### config.mk
export PLATFORM = sky130hd
export DESIGN_NAME = ciw_card_wrapper
export DESIGN_NICKNAME = d
export VERILOG_FILES = /design/src/rtl/ciw_pkg.sv /design/src/rtl/ciw_card_wrapper.sv
export SDC_FILE = /design/constraint.sdc
export NUM_CORES = 1
export LEC_CHECK = 0
export BUFFER_PORTS_ARGS = -buffer_cell sky130_fd_sc_hd__buf_2
export CAP_MARGIN = 5
export CORE_MARGIN = 8
export CORE_UTILIZATION = 38
export CTS_CLUSTER_DIAMETER = 120
export DETAILED_ROUTE_END_ITERATION = 12
export PLACE_DENSITY = 0.77
export SYNTH_ARGS = -nofsm -noshare
export SYNTH_HDL_FRONTEND = slang
export SYNTH_SLANG_ARGS = --single-unit
### constraint.sdc
create_clock -name core_clk -period 1.9 [get_ports core_clk]
set_input_delay 0.38 -clock core_clk [delete_from_list [all_inputs] [get_ports core_clk]]
set_output_delay 0.38 -clock core_clk [all_outputs]
set_load 0.005 [all_outputs]
### src/rtl/ciw_pkg.sv
package ciw_pkg;

  // ----------------------------------------------------------------
  // Register indices; byte address is four times the index
  // ----------------------------------------------------------------
  localparam logic [7:0] CARD_WRAPPER_CONTROL_IDX = 8'h80;
  localparam logic [7:0] CARD_PAD_DRIVE_CONTROL_IDX = 8'h81;

  // ----------------------------------------------------------------
  // Field positions of card_wrapper_control
  // ----------------------------------------------------------------
  localparam int CTL_IF_ENABLE_BIT = 7;
  localparam int CTL_AUTO_IDLE_HOLD_BIT = 6;
  localparam int CTL_STRONG_PULLUP_BIT = 4;
  localparam int CTL_LOW_CLOCK_BIT = 2;
  localparam int CTL_LOW_CURRENT_BIT = 1;
  localparam int CTL_SYNC_SELECT_BIT = 0;

  // ----------------------------------------------------------------
  // Reset values and writable masks
  // ----------------------------------------------------------------
  localparam logic [7:0] CTL_RESET = 8'h00;
  localparam logic [1:0] PAD_DRIVE_RESET = 2'h0;
  localparam logic [7:0] CTL_WMASK = 8'hd7;
  localparam logic [1:0] PAD_DRIVE_OFF = 2'h0;

  // ----------------------------------------------------------------
  // AXI response codes and decoder result
  // ----------------------------------------------------------------
  localparam logic [1:0] RESP_OKAY = 2'h0;
  localparam logic [1:0] RESP_SLVERR = 2'h2;

  typedef enum logic [1:0] {
    CIW_SEL_NONE = 2'h0,
    CIW_SEL_CTL = 2'h1,
    CIW_SEL_PAD = 2'h3
  } ciw_sel_e;

endpackage : ciw_pkg

### src/rtl/ciw_card_wrapper.sv
`timescale 1ns/10ps

// Summary of operation
// - Interface disabled: all pad drivers tri-stated
// - Idle-hold set: pads pulled down, lines low
// - Idle-hold clear: protocol core owns pads
// - Idle-hold ignored while interface disabled
// - Disabled idle: pull-downs on, controls zero
// - Enable set returns pads to core if idle-hold clear
// - Bit 4 selects weak or strong pull-up
// - Pad-mode bit: low current except clock pad
// - Sync-select bit routes pads to sync logic
// - Drive code resets 00, acts only enabled
module ciw_card_wrapper #(
  parameter int ADDR_W = 12,
  parameter int NUM_PINS = 5,
  parameter int CLK_PIN = 1
) (
  input wire logic core_clk,
  input wire logic rst_b,
  input wire logic [ADDR_W-1:0] s_axi_awaddr,
  input wire logic [2:0] s_axi_awprot,
  input wire logic s_axi_awvalid,
  output logic s_axi_awready,
  input wire logic [31:0] s_axi_wdata,
  input wire logic [3:0] s_axi_wstrb,
  input wire logic s_axi_wvalid,
  output logic s_axi_wready,
  output logic [1:0] s_axi_bresp,
  output logic s_axi_bvalid,
  input wire logic s_axi_bready,
  input wire logic [ADDR_W-1:0] s_axi_araddr,
  input wire logic [2:0] s_axi_arprot,
  input wire logic s_axi_arvalid,
  output logic s_axi_arready,
  output logic [31:0] s_axi_rdata,
  output logic [1:0] s_axi_rresp,
  output logic s_axi_rvalid,
  input wire logic s_axi_rready,
  input wire logic [NUM_PINS-1:0] async_out,
  input wire logic [NUM_PINS-1:0] async_oe_n,
  input wire logic [NUM_PINS-1:0] async_pu_en,
  input wire logic [NUM_PINS-1:0] async_pd_en,
  output logic [NUM_PINS-1:0] async_in,
  input wire logic [NUM_PINS-1:0] sync_out,
  input wire logic [NUM_PINS-1:0] sync_oe_n,
  input wire logic [NUM_PINS-1:0] sync_pu_en,
  input wire logic [NUM_PINS-1:0] sync_pd_en,
  output logic [NUM_PINS-1:0] sync_in,
  input wire logic [NUM_PINS-1:0] pad_in,
  output logic [NUM_PINS-1:0] pad_out,
  output logic [NUM_PINS-1:0] pad_oe_n,
  output logic [NUM_PINS-1:0] pad_pu_en,
  output logic [NUM_PINS-1:0] pad_pd_en,
  output logic [NUM_PINS-1:0] pad_low_current_hysteresis,
  output logic strong_pullup_select,
  output logic low_card_clock_flag,
  output logic sync_mode,
  output logic [1:0] pad_drive_sel
);

  // ----------------------------------------------------------------
  // State
  // ----------------------------------------------------------------
  typedef struct packed {
    logic aw_got;
    logic [ADDR_W-1:0] awaddr;
    logic w_got;
    logic [7:0] wdata;
    logic wstrb0;
    logic bvalid;
    logic [1:0] bresp;
    logic rvalid;
    logic [7:0] rdata;
    logic [1:0] rresp;
    logic [7:0] ctl;
    logic [1:0] drive;
    logic [NUM_PINS-1:0] p_out;
    logic [NUM_PINS-1:0] p_oe_n;
    logic [NUM_PINS-1:0] p_pu;
    logic [NUM_PINS-1:0] p_pd;
    logic [NUM_PINS-1:0] p_lc;
    logic [1:0] p_drive;
  } ciw_state_s;

  ciw_state_s st_ff;
  ciw_state_s nxt_st;

  function automatic ciw_pkg::ciw_sel_e decode(
    input logic [ADDR_W-1:0] addr
  );
    logic [ADDR_W-3:0] idx;
    idx = addr[ADDR_W-1:2];
    if (idx == (ADDR_W-2)'(ciw_pkg::CARD_WRAPPER_CONTROL_IDX)) begin
      return ciw_pkg::CIW_SEL_CTL;
    end
    if (idx == (ADDR_W-2)'(ciw_pkg::CARD_PAD_DRIVE_CONTROL_IDX)) begin
      return ciw_pkg::CIW_SEL_PAD;
    end
    return ciw_pkg::CIW_SEL_NONE;
  endfunction : decode

  // ----------------------------------------------------------------
  // Pad ownership
  // ----------------------------------------------------------------
  // Decoded once for the pad mux and the input steering; the registered pad mux follows the steering one cycle later
  typedef enum logic [1:0] {
    CIW_OWN_OFF = 2'h0,
    CIW_OWN_IDLE = 2'h1,
    CIW_OWN_ASYNC = 2'h3,
    CIW_OWN_SYNC = 2'h2
  } ciw_owner_e;

  function automatic ciw_owner_e pad_owner(
    input logic [7:0] ctl
  );
    // Idle-hold and mode select count only once the interface is on
    if (!ctl[ciw_pkg::CTL_IF_ENABLE_BIT]) begin
      return CIW_OWN_OFF;
    end
    if (ctl[ciw_pkg::CTL_AUTO_IDLE_HOLD_BIT]) begin
      return CIW_OWN_IDLE;
    end
    if (ctl[ciw_pkg::CTL_SYNC_SELECT_BIT]) begin
      return CIW_OWN_SYNC;
    end
    return CIW_OWN_ASYNC;
  endfunction : pad_owner

  logic if_en;
  logic sync_sel;
  ciw_owner_e owner;

  assign if_en = st_ff.ctl[ciw_pkg::CTL_IF_ENABLE_BIT];
  assign sync_sel = st_ff.ctl[ciw_pkg::CTL_SYNC_SELECT_BIT];
  assign owner = pad_owner(st_ff.ctl);

  // ----------------------------------------------------------------
  // Bus handshakes
  // ----------------------------------------------------------------
  // A new write is held off until the response has been taken, so at
  // most one write is in flight; address and data may come in any order.
  assign s_axi_awready = ~st_ff.aw_got & ~st_ff.bvalid;
  assign s_axi_wready = ~st_ff.w_got & ~st_ff.bvalid;
  assign s_axi_arready = ~st_ff.rvalid;
  assign s_axi_bvalid = st_ff.bvalid;
  assign s_axi_bresp = st_ff.bresp;
  assign s_axi_rvalid = st_ff.rvalid;
  assign s_axi_rresp = st_ff.rresp;
  assign s_axi_rdata = {24'h000000, st_ff.rdata};

  // ----------------------------------------------------------------
  // Pad side
  // ----------------------------------------------------------------
  assign pad_out = st_ff.p_out;
  assign pad_oe_n = st_ff.p_oe_n;
  assign pad_pu_en = st_ff.p_pu;
  assign pad_pd_en = st_ff.p_pd;
  assign pad_low_current_hysteresis = st_ff.p_lc;
  assign pad_drive_sel = st_ff.p_drive;
  assign strong_pullup_select =
    st_ff.ctl[ciw_pkg::CTL_STRONG_PULLUP_BIT];
  assign low_card_clock_flag =
    st_ff.ctl[ciw_pkg::CTL_LOW_CLOCK_BIT];
  assign sync_mode = sync_sel;
  // Inputs reach only the logic that owns the pads; the other sees zero
  assign async_in = (owner == CIW_OWN_ASYNC) ? pad_in : '0;
  assign sync_in = (owner == CIW_OWN_SYNC) ? pad_in : '0;

  // ----------------------------------------------------------------
  // Next state
  // ----------------------------------------------------------------
  always_comb begin
    logic aw_now;
    logic w_now;
    logic [ADDR_W-1:0] wa;
    logic [7:0] wd;
    logic ws;
    ciw_pkg::ciw_sel_e wsel;
    ciw_pkg::ciw_sel_e rsel;
    aw_now = s_axi_awvalid & s_axi_awready;
    w_now = s_axi_wvalid & s_axi_wready;
    wa = aw_now ? s_axi_awaddr : st_ff.awaddr;
    wd = w_now ? s_axi_wdata[7:0] : st_ff.wdata;
    ws = w_now ? s_axi_wstrb[0] : st_ff.wstrb0;
    wsel = decode(wa);
    rsel = decode(s_axi_araddr);
    nxt_st = st_ff;

    if (aw_now) begin
      nxt_st.aw_got = 1'b1;
      nxt_st.awaddr = s_axi_awaddr;
    end
    if (w_now) begin
      nxt_st.w_got = 1'b1;
      nxt_st.wdata = s_axi_wdata[7:0];
      nxt_st.wstrb0 = s_axi_wstrb[0];
    end

    if (st_ff.bvalid && s_axi_bready) begin
      nxt_st.bvalid = 1'b0;
    end
    if ((aw_now | st_ff.aw_got) && (w_now | st_ff.w_got)) begin
      nxt_st.aw_got = 1'b0;
      nxt_st.w_got = 1'b0;
      nxt_st.bvalid = 1'b1;
      nxt_st.bresp = ciw_pkg::RESP_OKAY;
      unique case (wsel)
        ciw_pkg::CIW_SEL_CTL: begin
          if (ws) begin
            nxt_st.ctl = wd & ciw_pkg::CTL_WMASK;
          end
        end
        ciw_pkg::CIW_SEL_PAD: begin
          if (ws) begin
            nxt_st.drive = wd[1:0];
          end
        end
        ciw_pkg::CIW_SEL_NONE: begin
          nxt_st.bresp = ciw_pkg::RESP_SLVERR;
        end
      endcase
    end

    if (st_ff.rvalid && s_axi_rready) begin
      nxt_st.rvalid = 1'b0;
    end
    if (s_axi_arvalid && s_axi_arready) begin
      nxt_st.rvalid = 1'b1;
      nxt_st.rresp = ciw_pkg::RESP_OKAY;
      unique case (rsel)
        ciw_pkg::CIW_SEL_CTL: begin
          nxt_st.rdata = st_ff.ctl;
        end
        ciw_pkg::CIW_SEL_PAD: begin
          nxt_st.rdata = {6'h00, st_ff.drive};
        end
        ciw_pkg::CIW_SEL_NONE: begin
          nxt_st.rdata = 8'h00;
          nxt_st.rresp = ciw_pkg::RESP_SLVERR;
        end
      endcase
    end

    // Pad mux; registered so pads never see a glitch from the decode
    for (int i = 0; i < NUM_PINS; i++) begin
      unique case (owner)
        CIW_OWN_OFF: begin
          // Idle-hold plays no part here
          nxt_st.p_out[i] = 1'b0;
          nxt_st.p_oe_n[i] = 1'b1;
          nxt_st.p_pu[i] = 1'b0;
          nxt_st.p_pd[i] = 1'b1;
        end
        CIW_OWN_IDLE: begin
          // Driven low as well as pulled down, so no line floats
          nxt_st.p_out[i] = 1'b0;
          nxt_st.p_oe_n[i] = 1'b0;
          nxt_st.p_pu[i] = 1'b0;
          nxt_st.p_pd[i] = 1'b1;
        end
        CIW_OWN_SYNC: begin
          nxt_st.p_out[i] = sync_out[i];
          nxt_st.p_oe_n[i] = sync_oe_n[i];
          nxt_st.p_pu[i] = sync_pu_en[i];
          nxt_st.p_pd[i] = sync_pd_en[i];
        end
        CIW_OWN_ASYNC: begin
          nxt_st.p_out[i] = async_out[i];
          nxt_st.p_oe_n[i] = async_oe_n[i];
          nxt_st.p_pu[i] = async_pu_en[i];
          nxt_st.p_pd[i] = async_pd_en[i];
        end
      endcase
      // Clock pad keeps full drive and normal hysteresis
      nxt_st.p_lc[i] = (i != CLK_PIN) &&
        st_ff.ctl[ciw_pkg::CTL_LOW_CURRENT_BIT];
    end
    // Undefined codes pass through unchanged
    nxt_st.p_drive = if_en ? st_ff.drive : ciw_pkg::PAD_DRIVE_OFF;
  end

  // ----------------------------------------------------------------
  // Registers
  // ----------------------------------------------------------------
  always_ff @(posedge core_clk or negedge rst_b) begin
    if (!rst_b) begin
      st_ff <= '0;
      st_ff.ctl <= ciw_pkg::CTL_RESET;
      st_ff.drive <= ciw_pkg::PAD_DRIVE_RESET;
      st_ff.p_oe_n <= '1;
      st_ff.p_pd <= '1;
      st_ff.p_drive <= ciw_pkg::PAD_DRIVE_OFF;
    end else begin
      st_ff <= nxt_st;
    end
  end

endmodule : ciw_card_wrapper

==> results of run 1 <==
-- layout by cell type, fill, tap and decap left out, drive strengths merged --
cell type    synthesis  final
o211ai               2      2
dlygate4sd3          0      1
mux2                24     24
nand4b               1      1
dfstp               10     10
nor2                 6      6
a221oi               2      2
a22o                14     14
or4b                 1      1
nor3                 3      3
and2b                1      1
nor2b                1      1
dfrtp               50     50
nor3b                3      3
a21boi               1      1
o22a                 5      5
clkinvlp             0      2
o21ai                9      9
o22ai                1      1
and2                12     12
clkbuf               7     12
mux2i                8      8
clkinv               0      2
buf                 64    153
inv                  4      4
a21oi                1      1
or3b                 1      1
and3b                1      1
nand3b               1      1
o31ai                1      1
nand2b               1      1
nand4                1      1
or4                  2      2
conb                 1     29
nand2                3      3
nor4b                2      2
-- worst max path at each step --
stage	endpoint	slack, ps	cells after the start
6_report	sync_mode	20	6
4_1_cts	sync_mode	-50	6
2_1_floorplan	st_ff[35]	10	5
3_3_place_gp	sync_mode	-110	7
3_5_place_dp	if_en	-130	7
5_1_grt	st_ff[27]	-80	5
-- power by group --
part / total [uW] / switching, uW / leakage (uW) / internal [uW]
sequential: 1670 / 137 / 0.000751 / 1540
combinational: 971 / 432 / 0.00114 / 539
clock: 997 / 492 / 0.0000824 / 505
-- logic make-up (layout without fill, tap and decap cells) --
logic type / count (synthesis) / count (layout)
AND/OR/NAND/NOR: 40 / 40
AO/OA/AOI/OAI: 36 / 36
buffers and inverters: 75 / 174
flip-flops: 60 / 60
other: 1 / 29
multiplexers: 32 / 32
-- final cells by class --
cell class	instances	area [um2]
Fill cell	711	3940
Sequential cell	60	1520
Multi-Input combinational cell	137	1100
Timing Repair Buffer	154	858
Clock buffer	12	145
Tap cell	102	128
Clock inverter	4	25.0
Inverter	4	15.0
-- per-stage QoR --
| stage | hold WS (ps) | std cells |
|---|---|---|
| after floorplan | 84.4 | 272 |
| after CTS | 215 | 471 |
| after global placement | 345 | 452 |
| final | 226 | 473 |
| after detailed placement | 351 | 452 |
| after global routing | 217 | 473 |
-- critical path, cell delays in order (launching register included) --
cell and delay [ps]:
sky130_fd_sc_hd__dfrtp_2 420, sky130_fd_sc_hd__buf_4 160, sky130_fd_sc_hd__and2b_2 220, sky130_fd_sc_hd__o211ai_1 160, sky130_fd_sc_hd__a221oi_4 330, sky130_fd_sc_hd__buf_12 170
sky130_fd_sc_hd__mux2_4 300
-- per-layer routing --
layer / part of all wire [%] / global-route usage, % / wire length [um]
met5: 0 / 0 / 0
met2: 55 / 24.2 / 3970
met1: 36 / 13.0 / 2600
met4: 1.4 / 5.50 / 98
met3: 7.2 / 4.18 / 517
-- sequential cells by signal, indices dropped and copies added, names as in the netlist, 2 cells and up --
signal	flops
st_ff	22
s_axi_rdata	6
pad_oe_n	5
pad_out	5
pad_pd_en	5
pad_pu_en	5
pad_drive_sel	2
-- timing repair --
item / in CTS / in global routing
pin swaps: 4 / 2
resized for setup: 2 / 1
setup endpoints to repair: 13 / 13
endpoints found under the hold margin: 16 / 0
buffers inserted: 2 / 2
hold buffers: 1 / 0
==> flow_summary.json, run 1 <==
{
  "grt_first_pass_wirelength_um": 11600,
  "numCtsBuffers": 9,
  "initial_utilization_pct": 39.1,
  "synth_cells": 244,
  "design_area_mm2": 0.00379,
  "synth-warning-count": 0,
  "synth-xor-area-share_pct": 0,
  "worst-r2r-setup-slack_ps": 20,
  "cp.arrival_ps": 2100,
  "r2r_cells": 6,
  "crit_path_max_fanout": 6,
  "yosys-top-cells-area": "sky130_fd_sc_hd__dfrtp_1 (41%), sky130_fd_sc_hd__buf_4 (16%), sky130_fd_sc_hd__dfstp_2 (8.7%)",
  "fin_ws_ps": 19.6,
  "timing.critical_path.required_ps": 2120,
  "port_buffers": 130,
  "setup.worst_path.start_class": "flop",
  "crit_path_start": "s_axi_bvalid",
  "grt_max_degree": 33,
  "finalSetupTns_ps": 0,
  "ctsHtreeMaxLevel": 3,
  "period_minus_slack_ps": 1880,
  "detailedRoute.firstIterationViolations": 46,
  "worst_setup_hold_path_clk_slew_ps": 70,
  "drt_drc_violations_left": 0,
  "flip_flop_cell_with_the_highest_count_after_synthesis": "sky130_fd_sc_hd__dfrtp_1",
  "yosys-top-cells-count": "sky130_fd_sc_hd__buf_4 (63), sky130_fd_sc_hd__dfrtp_1 (50), sky130_fd_sc_hd__mux2_2 (18)",
  "fp.dieH_um": 105,
  "cts-root-to-sink-buffers": 2,
  "antenna_found_initial": 0,
  "fin_crit_sh_pct": 99.0,
  "post-synth-top-area-cell": "sky130_fd_sc_hd__dfrtp_1",
  "worst_r2r_endpoint": "sync_mode",
  "yosysUniqueCellTypes": 41,
  "yosys.area_share.adder_pct": 0,
  "power.static_leakage_uw": 0.00197,
  "setup_viol": 0,
  "design.final.nets": 484,
  "drv_slew": 0,
  "finalWeightedCongestion": 0.711,
  "synth-edff-count": 0,
  "synthesis_to_layout_area_growth_pct": 25.5,
  "rr_startpoint": "s_axi_bvalid",
  "fmaxAchievable_ghz": 0.532,
  "hold_path.class": "primary input to flop",
  "max_cap_viol_count": 0,
  "dieArea_mm2": 0.0110,
  "cp-end-kind": "flop",
  "first_global_vias": 2361,
  "finalPower_uw": 3640,
  "die_w_um": 105,
  "synth_top_family_by_area": "buffers and inverters",
  "yosysMostFrequentCell": "sky130_fd_sc_hd__buf_4",
  "placed_area_mm2": 0.00356,
  "dr.pass1.iters": 4,
  "grt.overflow.total": 0,
  "holdPathEnd": "s_axi_rvalid",
  "fp-row-count": 32,
  "routedWlPerCell_um": 15.2,
  "synth.avg_cell_area_um2": 12.4,
  "totalWireLength_um": 7190,
  "synth-compound-area-share_pct": 9.70,
  "crit_type": "flop to flop",
  "post-route-util_pct": 49.0,
  "outcome": "finished, final reports clean",
  "insertedDiodeCount": 0,
  "dpl_hpwl_um": 5940,
  "clock_tree_root": "sky130_fd_sc_hd__clkbuf_8",
  "via_count": 2095,
  "powerDensity_mw_per_mm2": 961,
  "cts.sink_count": 60,
  "synth_seq_cells": 60,
  "post_synth_instance_area_mm2": 0.00302,
  "clock_insertion_delay_worst_skew_ps": 330,
  "timing.hold.worst.start": "s_axi_rready",
  "clock-skew-final_ps": 5.12,
  "grt_setup_unrepaired": "true",
  "core_area_mm2": 0.00773,
  "final-hold-violation-count": 0,
  "io_pins": 199,
  "postSynth.asyncResetShare_pct": 100,
  "post_route_cells_drive_above_1_share_pct": 58.2,
  "cts_tree": "built",
  "detailedPlace.worstSlack_ps": -126,
  "detail-route-antenna-nets": 0,
  "synthMuxAreaShare_pct": 12.4,
  "synth_simple_gate_area_share_pct": 10.2,
  "vdd_ir_drop_max_uv": 617,
  "timing.hold.worst_path_depth": 2,
  "grt_usage_pct": 13.0,
  "synth-seq-area-share_pct": 50.2,
  "synth_top_cell_area_share_pct": 41.5,
  "detail_route.vias_per_cell": 4.43
}
Power figures use the tool's default switching activity.
==> run 2: changes to the inputs <==
--- a/config.mk
+++ b/config.mk
@@ -6,12 +6,11 @@
 export NUM_CORES = 1
 export LEC_CHECK = 0
 export BUFFER_PORTS_ARGS = -buffer_cell sky130_fd_sc_hd__buf_2
-export CAP_MARGIN = 5
+export CAP_MARGIN = 30
 export CORE_MARGIN = 8
-export CORE_UTILIZATION = 38
+export CORE_UTILIZATION = 30
 export CTS_CLUSTER_DIAMETER = 120
 export DETAILED_ROUTE_END_ITERATION = 12
-export PLACE_DENSITY = 0.77
 export SYNTH_ARGS = -nofsm -noshare
 export SYNTH_HDL_FRONTEND = slang
 export SYNTH_SLANG_ARGS = --single-unit
==> run 2 against run 1 <==
  * Highest routed layer unchanged
  * First-iteration DRC count up 43%
  * Largest power group unchanged
  * Non-clock buffer count up 2
  * The run now ends with negative setup slack left
  * Total power up 7.1%
  * Hold slack worse by 180 ps
  * Sequential share of layout area down 1.1 points
  * Final area up 2.8%
  * Clock skew up 7.4 ps
==> flow_summary.json, run 2 (same netlist as run 1, synthesis figures left out) <==
{
  "clock-skew-final_ps": 12.6,
  "detailedRoute.firstIterationViolations": 66,
  "insertedDiodeCount": 0,
  "dr.pass1.iters": 3,
  "fmaxAchievable_ghz": 0.526,
  "ctsHtreeMaxLevel": 3,
  "synthesis_to_layout_area_growth_pct": 29.1,
  "setup.worst_path.start_class": "flop",
  "detail_route.vias_per_cell": 4.07,
  "worst-r2r-setup-slack_ps": -3,
  "cts-root-to-sink-buffers": 2,
  "clock_insertion_delay_worst_skew_ps": 340,
  "most-common-layout-cells": "sky130_fd_sc_hd__buf_2 (130), sky130_fd_sc_hd__dfrtp_1 (48), sky130_fd_sc_hd__conb_1 (29), sky130_fd_sc_hd__buf_4 (24), sky130_fd_sc_hd__mux2_2 (16)",
  "first_global_vias": 2310,
  "period_minus_slack_ps": 1900,
  "totalWireLength_um": 7250,
  "dpl_hpwl_um": 5730,
  "register_with_the_highest_flop_count": "st_ff",
  "detail-route-antenna-nets": 0,
  "powerDensity_mw_per_mm2": 1000,
  "design.final.nets": 486,
  "grt_usage_pct": 10.8,
  "power.static_leakage_uw": 0.00201,
  "timing.critical_path.required_ps": 2120,
  "initial_utilization_pct": 30.9,
  "fin_ws_ps": -2.53,
  "post-route-util_pct": 39.8,
  "setup_viol": 4,
  "die_w_um": 116,
  "cp-end-kind": "flop",
  "outcome": "finished, violations left",
  "io_pins": 199,
  "crit_type": "flop to flop",
  "fin_crit_sh_pct": 100,
  "core_area_mm2": 0.00977,
  "final-hold-violation-count": 0,
  "number_of_flip_flops_in_the_largest_register": 22,
  "routedWlPerCell_um": 14.3,
  "vdd_ir_drop_max_uv": 690,
  "antenna_found_initial": 0,
  "post_route_cells_drive_above_1_share_pct": 59.8,
  "rr_startpoint": "s_axi_bvalid",
  "grt_setup_unrepaired": "true",
  "cp.arrival_ps": 2120,
  "grt_max_degree": 31,
  "dieArea_mm2": 0.0135,
  "grt_first_pass_wirelength_um": 11200,
  "port_buffers": 130,
  "cts_tree": "built",
  "detailedPlace.worstSlack_ps": -103,
  "clock_tree_root": "sky130_fd_sc_hd__clkbuf_8",
  "via_count": 2059,
  "crit_path_start": "s_axi_bvalid",
  "fp-row-count": 36,
  "grt.overflow.total": 0,
  "worst_setup_hold_path_clk_slew_ps": 80,
  "finalWeightedCongestion": 0.700,
  "drv_slew": 0,
  "cts.sink_count": 60,
  "fp.dieH_um": 116,
  "layout_commonest_cell": "sky130_fd_sc_hd__buf_2",
  "numCtsBuffers": 9,
  "nFillCells": 987,
  "hold_path.class": "primary input to async pin",
  "crit_path_max_fanout": 6,
  "max_cap_viol_count": 0,
  "drt_drc_violations_left": 0,
  "r2r_cells": 6,
  "failed_checks": "negative setup slack"
}
## run 2: metrics by stage
step | instances | hold WS [ps] | TNS (ps) | cell area, um2 | total power, uW
final | 506 | 45.6 | -4.62 | 3890 | 3900
after floorplan | 272 | 84.4 | 0 | 3130 | 2290
after CTS | 501 | 46.7 | -167 | 3850 | 3960
after global placement | 481 | 418 | -838 | 3580 | 2560
after detailed placement | 481 | 424 | -1100 | 3580 | 2600
after global routing | 506 | 60.1 | -527 | 3890 | 4160
## run 2: layer usage
metal  up-vias  part of all wire [%]  wire length [um]  global-route usage (%)
li1       1002                     -                 -                       -
met1       976                    40              2910                    12.3
met2        79                    51              3700                    17.8
met3         2                   8.5               617                    4.91
met4         0                  0.40                29                    3.03
met5         -                     0                 0                       0
## run 2: worst max-delay path: stages, from the launching register on
cell                       delay (ps)
sky130_fd_sc_hd__dfrtp_2          420
sky130_fd_sc_hd__buf_4            160
sky130_fd_sc_hd__and2b_2          210
sky130_fd_sc_hd__o211ai_1         180
sky130_fd_sc_hd__a221oi_4         340
sky130_fd_sc_hd__buf_12           170
sky130_fd_sc_hd__mux2_4           290
## run 2: repair_timing
item	CTS	global route
resized for setup	6	2
cloned	0	0
hold buffers	0	0
endpoints found under the setup margin	18	13
pin swaps	5	4
setup buffers	4	5
## run 2: where the power goes
part	total [uW]	leakage [uW]	internal, uW	switching (uW)
clock network	1290	0.000110	745	545
registers	1660	0.000749	1540	129
logic	947	0.00115	527	420
total	3900	0.00201	2810	1090
## run 2: cell type report
class,count,area (um2),area share (%)
clock inverter,7,98.8,2.54
inverter,4,15.0,0.385
multi-input combinational,137,1110,28.6
timing repair buffer,156,862,22.1
sequential,60,1520,38.9
tap,133,166,4.27
clock buffer,9,124,3.18
## run 2: path summary, 6_finish.rpt
path	endpoint
max in group asynchronous	pad_pd_en[3]
min in group core_clk	s_axi_rvalid
worst max-delay path	st_ff[35]
worst min-delay path	s_axi_rresp[1]
worst max register to register	st_ff[35]
worst min register to register	pad_low_current_hysteresis[0]
